### config.mk
export PLATFORM = sky130hd
export DESIGN_NAME = pdm_top
export DESIGN_NICKNAME = d
export VERILOG_FILES = /design/src/rtl/pdm_pkg.sv /design/src/rtl/pdm_wake_if.sv /design/src/rtl/pdm_sync.sv /design/src/rtl/pdm_wake_qual.sv /design/src/rtl/pdm_top.sv
export VERILOG_INCLUDE_DIRS = /design/src /design/src/rtl
export SDC_FILE = /design/constraint.sdc
export NUM_CORES = 1
export LEC_CHECK = 0
export BUFFER_PORTS_ARGS = -buffer_cell sky130_fd_sc_hd__buf_2
export CAP_MARGIN = 10
export CORE_ASPECT_RATIO = 0.6
export CORE_MARGIN = 4
export CORE_UTILIZATION = 40
export DETAILED_ROUTE_END_ITERATION = 8
export HOLD_SLACK_MARGIN = 0.1
export PLACE_DENSITY = 0.78
export SLEW_MARGIN = 10
export SYNTH_ARGS = -nofsm -noshare
export SYNTH_HDL_FRONTEND = slang
export SYNTH_SLANG_ARGS = --single-unit
### constraint.sdc
create_clock -name mclk_i -period 2 [get_ports mclk_i]
set_clock_uncertainty 0.2 [all_clocks]
set_input_delay 0.1 -clock mclk_i [delete_from_list [all_inputs] [get_ports mclk_i]]
set_output_delay 0.1 -clock mclk_i [all_outputs]
set_load 0.02 [all_outputs]
### src/rtl/pdm_map.svh
// register map, field positions and reset values of the power-down controller
// Function
// - halt with deep-mode select 0 enters sleep mode.
// - halt with deep-mode select 1 enters standby, stopping clock, CPU, peripherals.
// - sleep halts CPU at once, keeps registers, peripherals keep running.
// - standby control register is 8-bit read/write, resets to 0x1f.
// - deep-mode select at bit 7, cannot be set while watchdog runs.
// - port-float select at bit 6, cannot be set while watchdog runs.
// - standby keeps port states if port-float is 0, else high impedance.
// - bit 5 reads 0, read-only; software writes only 0 there.
// - writes to bits 4..0 ignored, they always read 1.
// - accepted interrupt ends sleep; priority at or below mask does not wake.
// - interrupt disabled by its peripheral does not end sleep.
// - DMA address error during sleep ends sleep with exception processing.
// - reset low with nonmaskable pin high: leave sleep, power-on reset.
// - reset low with nonmaskable pin low: leave sleep, manual reset.
// - rising edge selected: nonmaskable pin rising in sleep wakes.
// - falling edge selected: nonmaskable pin falling in sleep wakes.
// - standby ends only on nonmaskable interrupt, power-on or manual reset.
`ifndef PDM_MAP_SVH
`define PDM_MAP_SVH
`define PDM_ADDR_W 28
`define PDM_STBY_CTRL_ADDR 28'h5ffffbc
`define PDM_STBY_CTRL_RST 8'h1f
`define PDM_DEEP_BIT 7
`define PDM_FLOAT_BIT 6
`define PDM_ZERO_BIT 5
`define PDM_ONES_MASK 8'h1f
`define PDM_LVL_W 4
`endif

### src/rtl/pdm_pkg.sv
// types of the power-down controller
package pdm_pkg;
  typedef enum logic [2:0] {
    PDM_RUN = 3'b001,
    PDM_SLEEP = 3'b010,
    PDM_STBY = 3'b100
  } pdm_state_t;
  typedef enum logic [1:0] {
    PDM_RST_NONE = 2'h0,
    PDM_RST_POWER_ON = 2'h1,
    PDM_RST_MANUAL = 2'h2
  } pdm_rst_kind_t;
endpackage

### src/rtl/pdm_wake_if.sv
// wake request bundle between the wake qualifier and the mode controller
`timescale 1ns/1ps
interface pdm_wake_if;
  logic int_wake;
  logic nmi_wake;
  logic dma_wake;
  logic por_req;
  logic man_req;
  modport src (output int_wake, output nmi_wake, output dma_wake, output por_req, output man_req);
  modport dst (input int_wake, input nmi_wake, input dma_wake, input por_req, input man_req);
endinterface

### src/rtl/pdm_sync.sv
// two-flop synchroniser for pin inputs
`timescale 1ns/1ps
module pdm_sync (
  input wire logic mclk_i,
  input wire logic rst_n_i,
  input wire logic rst_val_i,
  input wire logic d_i,
  output logic q_o
);
  logic meta_ff;
  logic hold_ff;

  // first stage read only by the second; both preset high (idle pin level)
  always_ff @(posedge mclk_i or negedge rst_n_i) begin
    if (!rst_n_i) begin
      meta_ff <= 1'b1;
      hold_ff <= 1'b1;
    end else begin
      meta_ff <= d_i;
      hold_ff <= meta_ff;
    end
  end
  assign q_o = hold_ff;
endmodule

### src/rtl/pdm_wake_qual.sv
// qualifies interrupt, dma error, nonmaskable edge and reset pin into wake requests
`timescale 1ns/1ps
`include "pdm_map.svh"
module pdm_wake_qual (
  input wire logic mclk_i,
  input wire logic rst_n_i,
  input wire logic irq_req_i,
  input wire logic irq_src_en_i,
  input wire logic [`PDM_LVL_W-1:0] irq_level_i,
  input wire logic [`PDM_LVL_W-1:0] mask_level_i,
  input wire logic dma_addr_err_i,
  input wire logic nmi_s_i,
  input wire logic init_s_i,
  input wire logic nmi_rise_sel_i,
  pdm_wake_if.src wk
);
  logic nmi_prev_ff;
  logic init_prev_ff;

  // edge history of already synchronised pins
  always_ff @(posedge mclk_i or negedge rst_n_i) begin
    if (!rst_n_i) begin
      nmi_prev_ff <= 1'b1;
      init_prev_ff <= 1'b1;
    end else begin
      nmi_prev_ff <= nmi_s_i;
      init_prev_ff <= init_s_i;
    end
  end

  wire nmi_rise = nmi_s_i & ~nmi_prev_ff;
  wire nmi_fall = ~nmi_s_i & nmi_prev_ff;
  wire init_fall = ~init_s_i & init_prev_ff;

  // priority must strictly exceed the mask; disabled sources never wake
  assign wk.int_wake = irq_req_i & irq_src_en_i & (irq_level_i > mask_level_i);
  assign wk.dma_wake = dma_addr_err_i;
  assign wk.nmi_wake = nmi_rise_sel_i ? nmi_rise : nmi_fall;
  // reset kind follows the nonmaskable pin level at the reset pin's fall
  assign wk.por_req = init_fall & nmi_s_i;
  assign wk.man_req = init_fall & ~nmi_s_i;
endmodule

### src/rtl/pdm_top.sv
// power-down mode controller: standby control register, sleep/standby state and wake
`timescale 1ns/1ps
`include "pdm_map.svh"
module pdm_top (
  input wire logic mclk_i,
  input wire logic nrst_i,
  input wire logic [`PDM_ADDR_W-1:0] addr_i,
  input wire logic [7:0] wdata_i,
  input wire logic wr_i,
  input wire logic rd_i,
  output logic [7:0] rdata_o,
  input wire logic halt_exec_i,
  input wire logic watchdog_run_enable_i,
  input wire logic nonmaskable_edge_select_i,
  input wire logic irq_req_i,
  input wire logic irq_src_en_i,
  input wire logic [`PDM_LVL_W-1:0] irq_level_i,
  input wire logic [`PDM_LVL_W-1:0] mask_level_i,
  input wire logic dma_addr_err_i,
  input wire logic nmi_pin_i,
  input wire logic chip_init_pin_n_i,
  output logic cpu_halt_o,
  output logic clk_stop_o,
  output logic periph_stop_o,
  output logic port_float_o,
  output logic wake_o,
  output logic [1:0] wake_cause_o,
  output logic [1:0] rst_kind_o
);
  logic rst_meta_ff;
  logic rst_n_ff;
  logic nmi_s;
  logic init_s;
  logic [7:0] rdata_ff;
  logic deep_ff;
  logic float_ff;
  logic wake_ff;
  logic [1:0] cause_ff;
  logic [1:0] rkind_ff;
  pdm_pkg::pdm_state_t state_ff;
  pdm_pkg::pdm_state_t nxt_state;
  pdm_wake_if wk ();

  // reset release through two flops; assertion stays asynchronous
  always_ff @(posedge mclk_i or negedge nrst_i) begin
    if (!nrst_i) begin
      rst_meta_ff <= 1'b0;
      rst_n_ff <= 1'b0;
    end else begin
      rst_meta_ff <= 1'b1;
      rst_n_ff <= rst_meta_ff;
    end
  end

  // pins come from outside the clock domain
  pdm_sync u_nmi_sync (
    .mclk_i(mclk_i),
    .rst_n_i(rst_n_ff),
    .rst_val_i(1'b1),
    .d_i(nmi_pin_i),
    .q_o(nmi_s)
  );
  pdm_sync u_init_sync (
    .mclk_i(mclk_i),
    .rst_n_i(rst_n_ff),
    .rst_val_i(1'b1),
    .d_i(chip_init_pin_n_i),
    .q_o(init_s)
  );

  pdm_wake_qual u_qual (
    .mclk_i(mclk_i),
    .rst_n_i(rst_n_ff),
    .irq_req_i(irq_req_i),
    .irq_src_en_i(irq_src_en_i),
    .irq_level_i(irq_level_i),
    .mask_level_i(mask_level_i),
    .dma_addr_err_i(dma_addr_err_i),
    .nmi_s_i(nmi_s),
    .init_s_i(init_s),
    .nmi_rise_sel_i(nonmaskable_edge_select_i),
    .wk(wk)
  );

  // register decode
  wire sel = (addr_i == `PDM_STBY_CTRL_ADDR);
  wire wr_hit = wr_i & sel;
  wire rd_hit = rd_i & sel;
  // a 1 is refused while the watchdog runs; a 0 is always accepted
  wire nxt_deep = wdata_i[`PDM_DEEP_BIT] & ~watchdog_run_enable_i;
  wire nxt_float = wdata_i[`PDM_FLOAT_BIT] & ~watchdog_run_enable_i;
  // bit 5 fixed 0, bits 4..0 fixed 1, no storage behind them
  // the ones mask is a full byte; only its low five bits form the fixed field
  wire [7:0] ones_view = `PDM_ONES_MASK;
  wire [7:0] reg_view = {deep_ff, float_ff, 1'b0, ones_view[4:0]};

  // writable fields only; reset gives 0x1f image
  always_ff @(posedge mclk_i or negedge rst_n_ff) begin
    if (!rst_n_ff) begin
      deep_ff <= 1'b0;
      float_ff <= 1'b0;
    end else if (wr_hit) begin
      deep_ff <= nxt_deep;
      float_ff <= nxt_float;
    end
  end

  // read data stands one cycle after the strobe; unmapped reads give zero
  always_ff @(posedge mclk_i or negedge rst_n_ff) begin
    if (!rst_n_ff) begin
      rdata_ff <= 8'h00;
    end else begin
      rdata_ff <= rd_hit ? reg_view : 8'h00;
    end
  end
  assign rdata_o = rdata_ff;

  wire sleep_wake = wk.int_wake | wk.dma_wake | wk.nmi_wake | wk.por_req | wk.man_req;
  // only nmi and resets leave standby; the clock is modelled as gated outside
  wire stby_wake = wk.nmi_wake | wk.por_req | wk.man_req;
  wire any_wake = (state_ff == pdm_pkg::PDM_SLEEP) ? sleep_wake :
                  (state_ff == pdm_pkg::PDM_STBY) ? stby_wake : 1'b0;

  // mode selection on halt, exit on qualified wake
  always_comb begin
    nxt_state = state_ff;
    unique case (state_ff)
      pdm_pkg::PDM_RUN: begin
        if (halt_exec_i) begin
          nxt_state = deep_ff ? pdm_pkg::PDM_STBY : pdm_pkg::PDM_SLEEP;
        end
      end
      pdm_pkg::PDM_SLEEP: begin
        if (sleep_wake) begin
          nxt_state = pdm_pkg::PDM_RUN;
        end
      end
      pdm_pkg::PDM_STBY: begin
        if (stby_wake) begin
          nxt_state = pdm_pkg::PDM_RUN;
        end
      end
      default: nxt_state = pdm_pkg::PDM_RUN;
    endcase
  end

  // reset kinds take precedence over wake cause reporting
  wire [1:0] nxt_cause = (wk.por_req | wk.man_req) ? 2'h3 :
                         wk.nmi_wake ? 2'h2 : wk.dma_wake ? 2'h1 : 2'h0;
  wire [1:0] nxt_rkind = wk.por_req ? pdm_pkg::PDM_RST_POWER_ON :
                         wk.man_req ? pdm_pkg::PDM_RST_MANUAL : pdm_pkg::PDM_RST_NONE;

  // state and one-cycle wake pulse with its cause
  always_ff @(posedge mclk_i or negedge rst_n_ff) begin
    if (!rst_n_ff) begin
      state_ff <= pdm_pkg::PDM_RUN;
      wake_ff <= 1'b0;
      cause_ff <= 2'h0;
      rkind_ff <= 2'h0;
    end else begin
      state_ff <= nxt_state;
      wake_ff <= any_wake;
      cause_ff <= any_wake ? nxt_cause : cause_ff;
      rkind_ff <= any_wake ? nxt_rkind : 2'h0;
    end
  end

  // cpu halts in both modes, clock and peripherals stop only in standby
  assign cpu_halt_o = (state_ff != pdm_pkg::PDM_RUN);
  assign clk_stop_o = (state_ff == pdm_pkg::PDM_STBY);
  assign periph_stop_o = (state_ff == pdm_pkg::PDM_STBY);
  assign port_float_o = (state_ff == pdm_pkg::PDM_STBY) & float_ff;
  assign wake_o = wake_ff;
  assign wake_cause_o = cause_ff;
  assign rst_kind_o = rkind_ff;
endmodule

==> flow_summary.ini <==
[status]
status = finished clean

[timing]
slew_headroom = 0.516
worst_slew_pin_slew_ns = 0.726
setup_viol = 0
fin_crit_sh = 0.916
post-route-min-period_ns = 1.83
hold_ws_ns = 0.102
finalHoldViolCount = 0
fmax_mhz = 546
maxSlewViolCount = 0
setup_tns_ns = 0
rsz0062_at_grt = false

[detailed_routing]
vias = 1040
wl_per_cell_um = 12.0
drc = 0
viasPerCell = 4.86
routed_wl_um = 2570
drt_pass1_iterations = 4
drt-initial-drc-count = 22
postRouteAntennaNets = 0

[critical_path]
slowest_stage = dfrtp_1
reg2reg_from = u_qual.nmi_prev_ff
worstSetupStartpointType = flop
critical_path_class = reg -> out
r2r_slack_ns = 0.19
endpoint_kind = primary output
path_max_fanout = 7
crit_start = state_ff[2]
cpPeakStageDelay_ns = 0.45
required_ns = 1.70
rr_endpoint = state_ff[0]
crit_chain = nor2b_1 -> nor2b_2 -> and2_1 -> buf_2
critPathCapture = port_float_o
crit_arrival_ns = 1.53
worstRegToRegCells = 5

[placed_design]
gp_congestion = 0.763
hpwl_um = 2140
postPlaceCellArea_um2 = 1380
place_inst = 195
port_buffers = 65

[finish]
design_area_um2 = 1570
n_antenna_cell = 0
syn_to_final_growth_pct = 49.6
fin_cells = 214
nNetsFinal = 243
fillCellCount = 215
layout-drive-gt1-share = 0.434

[synthesis]
synth_area_um2 = 1050
yosysWarnings = 0
ys.flop_type = dfrtp_1
ys_types = 34
synth_area_per_cell_um2 = 10.1
postSynthCellCount = 104
syn-num-nets = 164
synthArstFlopShare = 1.00
ys_seq_area_frac = 0.508
synth-edff-count = 0
synth-seq-cells = 21

[clock_network]
cts_buffer_depth = 2
clockRootBuffer = clkbuf_8
tritoncts = done
clock_sinks = 21
cts_buffers = 3
clk_pin_slew_ns = 0.07
htreeDepth = 1
clock_latency_ns = 0.25

[global_route]
grt.total_usage = 0.147
antenna_found_initial = 0
grt_max_degree = 20
overflow = 0
grt_pass1_vias = 1020
grt_pass1_wl_um = 3920

[floorplan]
start_util = 0.420
design.die.area_um2 = 3540
io_pins = 73
fp.coreArea_um2 = 2500
num_rows = 14
die_y_um = 47.7
die_w_um = 74.2

[pwr]
peakVddDrop_v = 0.000283
p_per_area_nw_per_um2 = 709
p_leak_uw = 0.000825

[hold_path]
holdCritPathClass = reg -> async

[job]
cap_violations = 0
## layout by cell type, fill, tap and decap left out, drive strengths merged, types with 5 or more instances in the layout
cell | netlist | final
buf | 6 | 66
dlygate4sd3 | 0 | 15
dfrtp | 14 | 14
nor2 | 10 | 10
inv | 8 | 8
nand2 | 8 | 8
dfstp | 7 | 7
nand4 | 5 | 5
nand2b | 5 | 5
nor2b | 5 | 5
## worst max-delay path, delay by kind of cell (launching register included)
kind	cells	cell delay (ns)
buffers and inverters	1	0.16
flip-flops	1	0.45
AND/OR/NAND/NOR	3	0.67
## cell usage after synthesis, drive strengths merged (2+ instances only)
library cell   n  share of area
nand2b         5          0.030
inv            8          0.029
buf            6          0.043
nand4          5          0.030
a32oi          2          0.017
dfrtp         14           0.33
dfstp          7           0.17
conb           2         0.0071
a21oi          2         0.0095
nor2b          5          0.030
mux2i          2          0.019
nand2          8          0.029
ha             4          0.048
o21ai          3          0.014
nand4b         2          0.017
nor4           2          0.018
a31oi          2          0.012
nor2          10          0.036
## power breakdown
| part | switching [uW] | total, uW | internal (uW) |
|---|---|---|---|
| logic | 172 | 321 | 149 |
| registers | 53.0 | 531 | 478 |
| clock network | 122 | 264 | 141 |
| total | 347 | 1120 | 768 |
## cell type report
type	count	area, um^2	share of cell area
clock buffers	4	45.0	0.0286
inverters	8	30.0	0.0191
multi-input cells	68	442	0.281
flip-flops and latches	21	534	0.339
well taps	32	40.0	0.0254
repair buffers	81	483	0.307
## registers in the layout, summed over array words and instances, names as in the netlist, 2 cells and up
signal / flops
rdata_o: 3
wake_cause_o: 2
rst_kind_o: 2
state_ff: 3
## metrics by stage
step                total power [uW]  setup WS, ns  utilization
finish                          1120         0.169        0.628
global route                    1180        0.0345        0.628
detailed placement               841         0.218        0.549
global placement                 817         0.297        0.549
CTS                             1130        0.0164        0.631
floorplan                        714         0.290            -
## layer usage
metal	part of all wire	vias to the layer above	global-route usage
li1	-	512	-
met1	0.38	481	0.159
met2	0.53	45	0.296
met3	0.089	2	0.0482
met4	0.0047	0	0.0213
met5	0	-	0
## logic make-up (layout without fill, tap and decap cells)
group,after synthesis,after routing,share of synthesized area
AO/OA/AOI/OAI,17,17,0.113
adder cells (fa/ha/maj),4,4,0.0476
buffers and inverters,15,93,0.0749
flip-flops,21,21,0.508
multiplexers,2,2,0.0190
other,2,2,0.00714
AND/OR/NAND/NOR,43,43,0.231
## repair_timing
action                                 4_1_cts  5_1_grt
hold buffers                                16        0
setup endpoints to repair                    0        2
gates resized for setup                      0        1
buffers inserted                             0        0
endpoints found under the hold margin       13        0
## worst min-delay path by stage
stage | endpoint | startpoint | slack [ns]
finish | rst_kind_o[1] | rst_n_ff | 0.10
global route | float_ff | addr_i[8] | 0.16
CTS | float_ff | addr_i[2] | 0.11
detailed placement | rst_n_ff | nrst_i | -0.31
global placement | rst_n_ff | nrst_i | -0.32
floorplan | rst_meta_ff | nrst_i | -0.40
(Power assumes the default switching activity.)
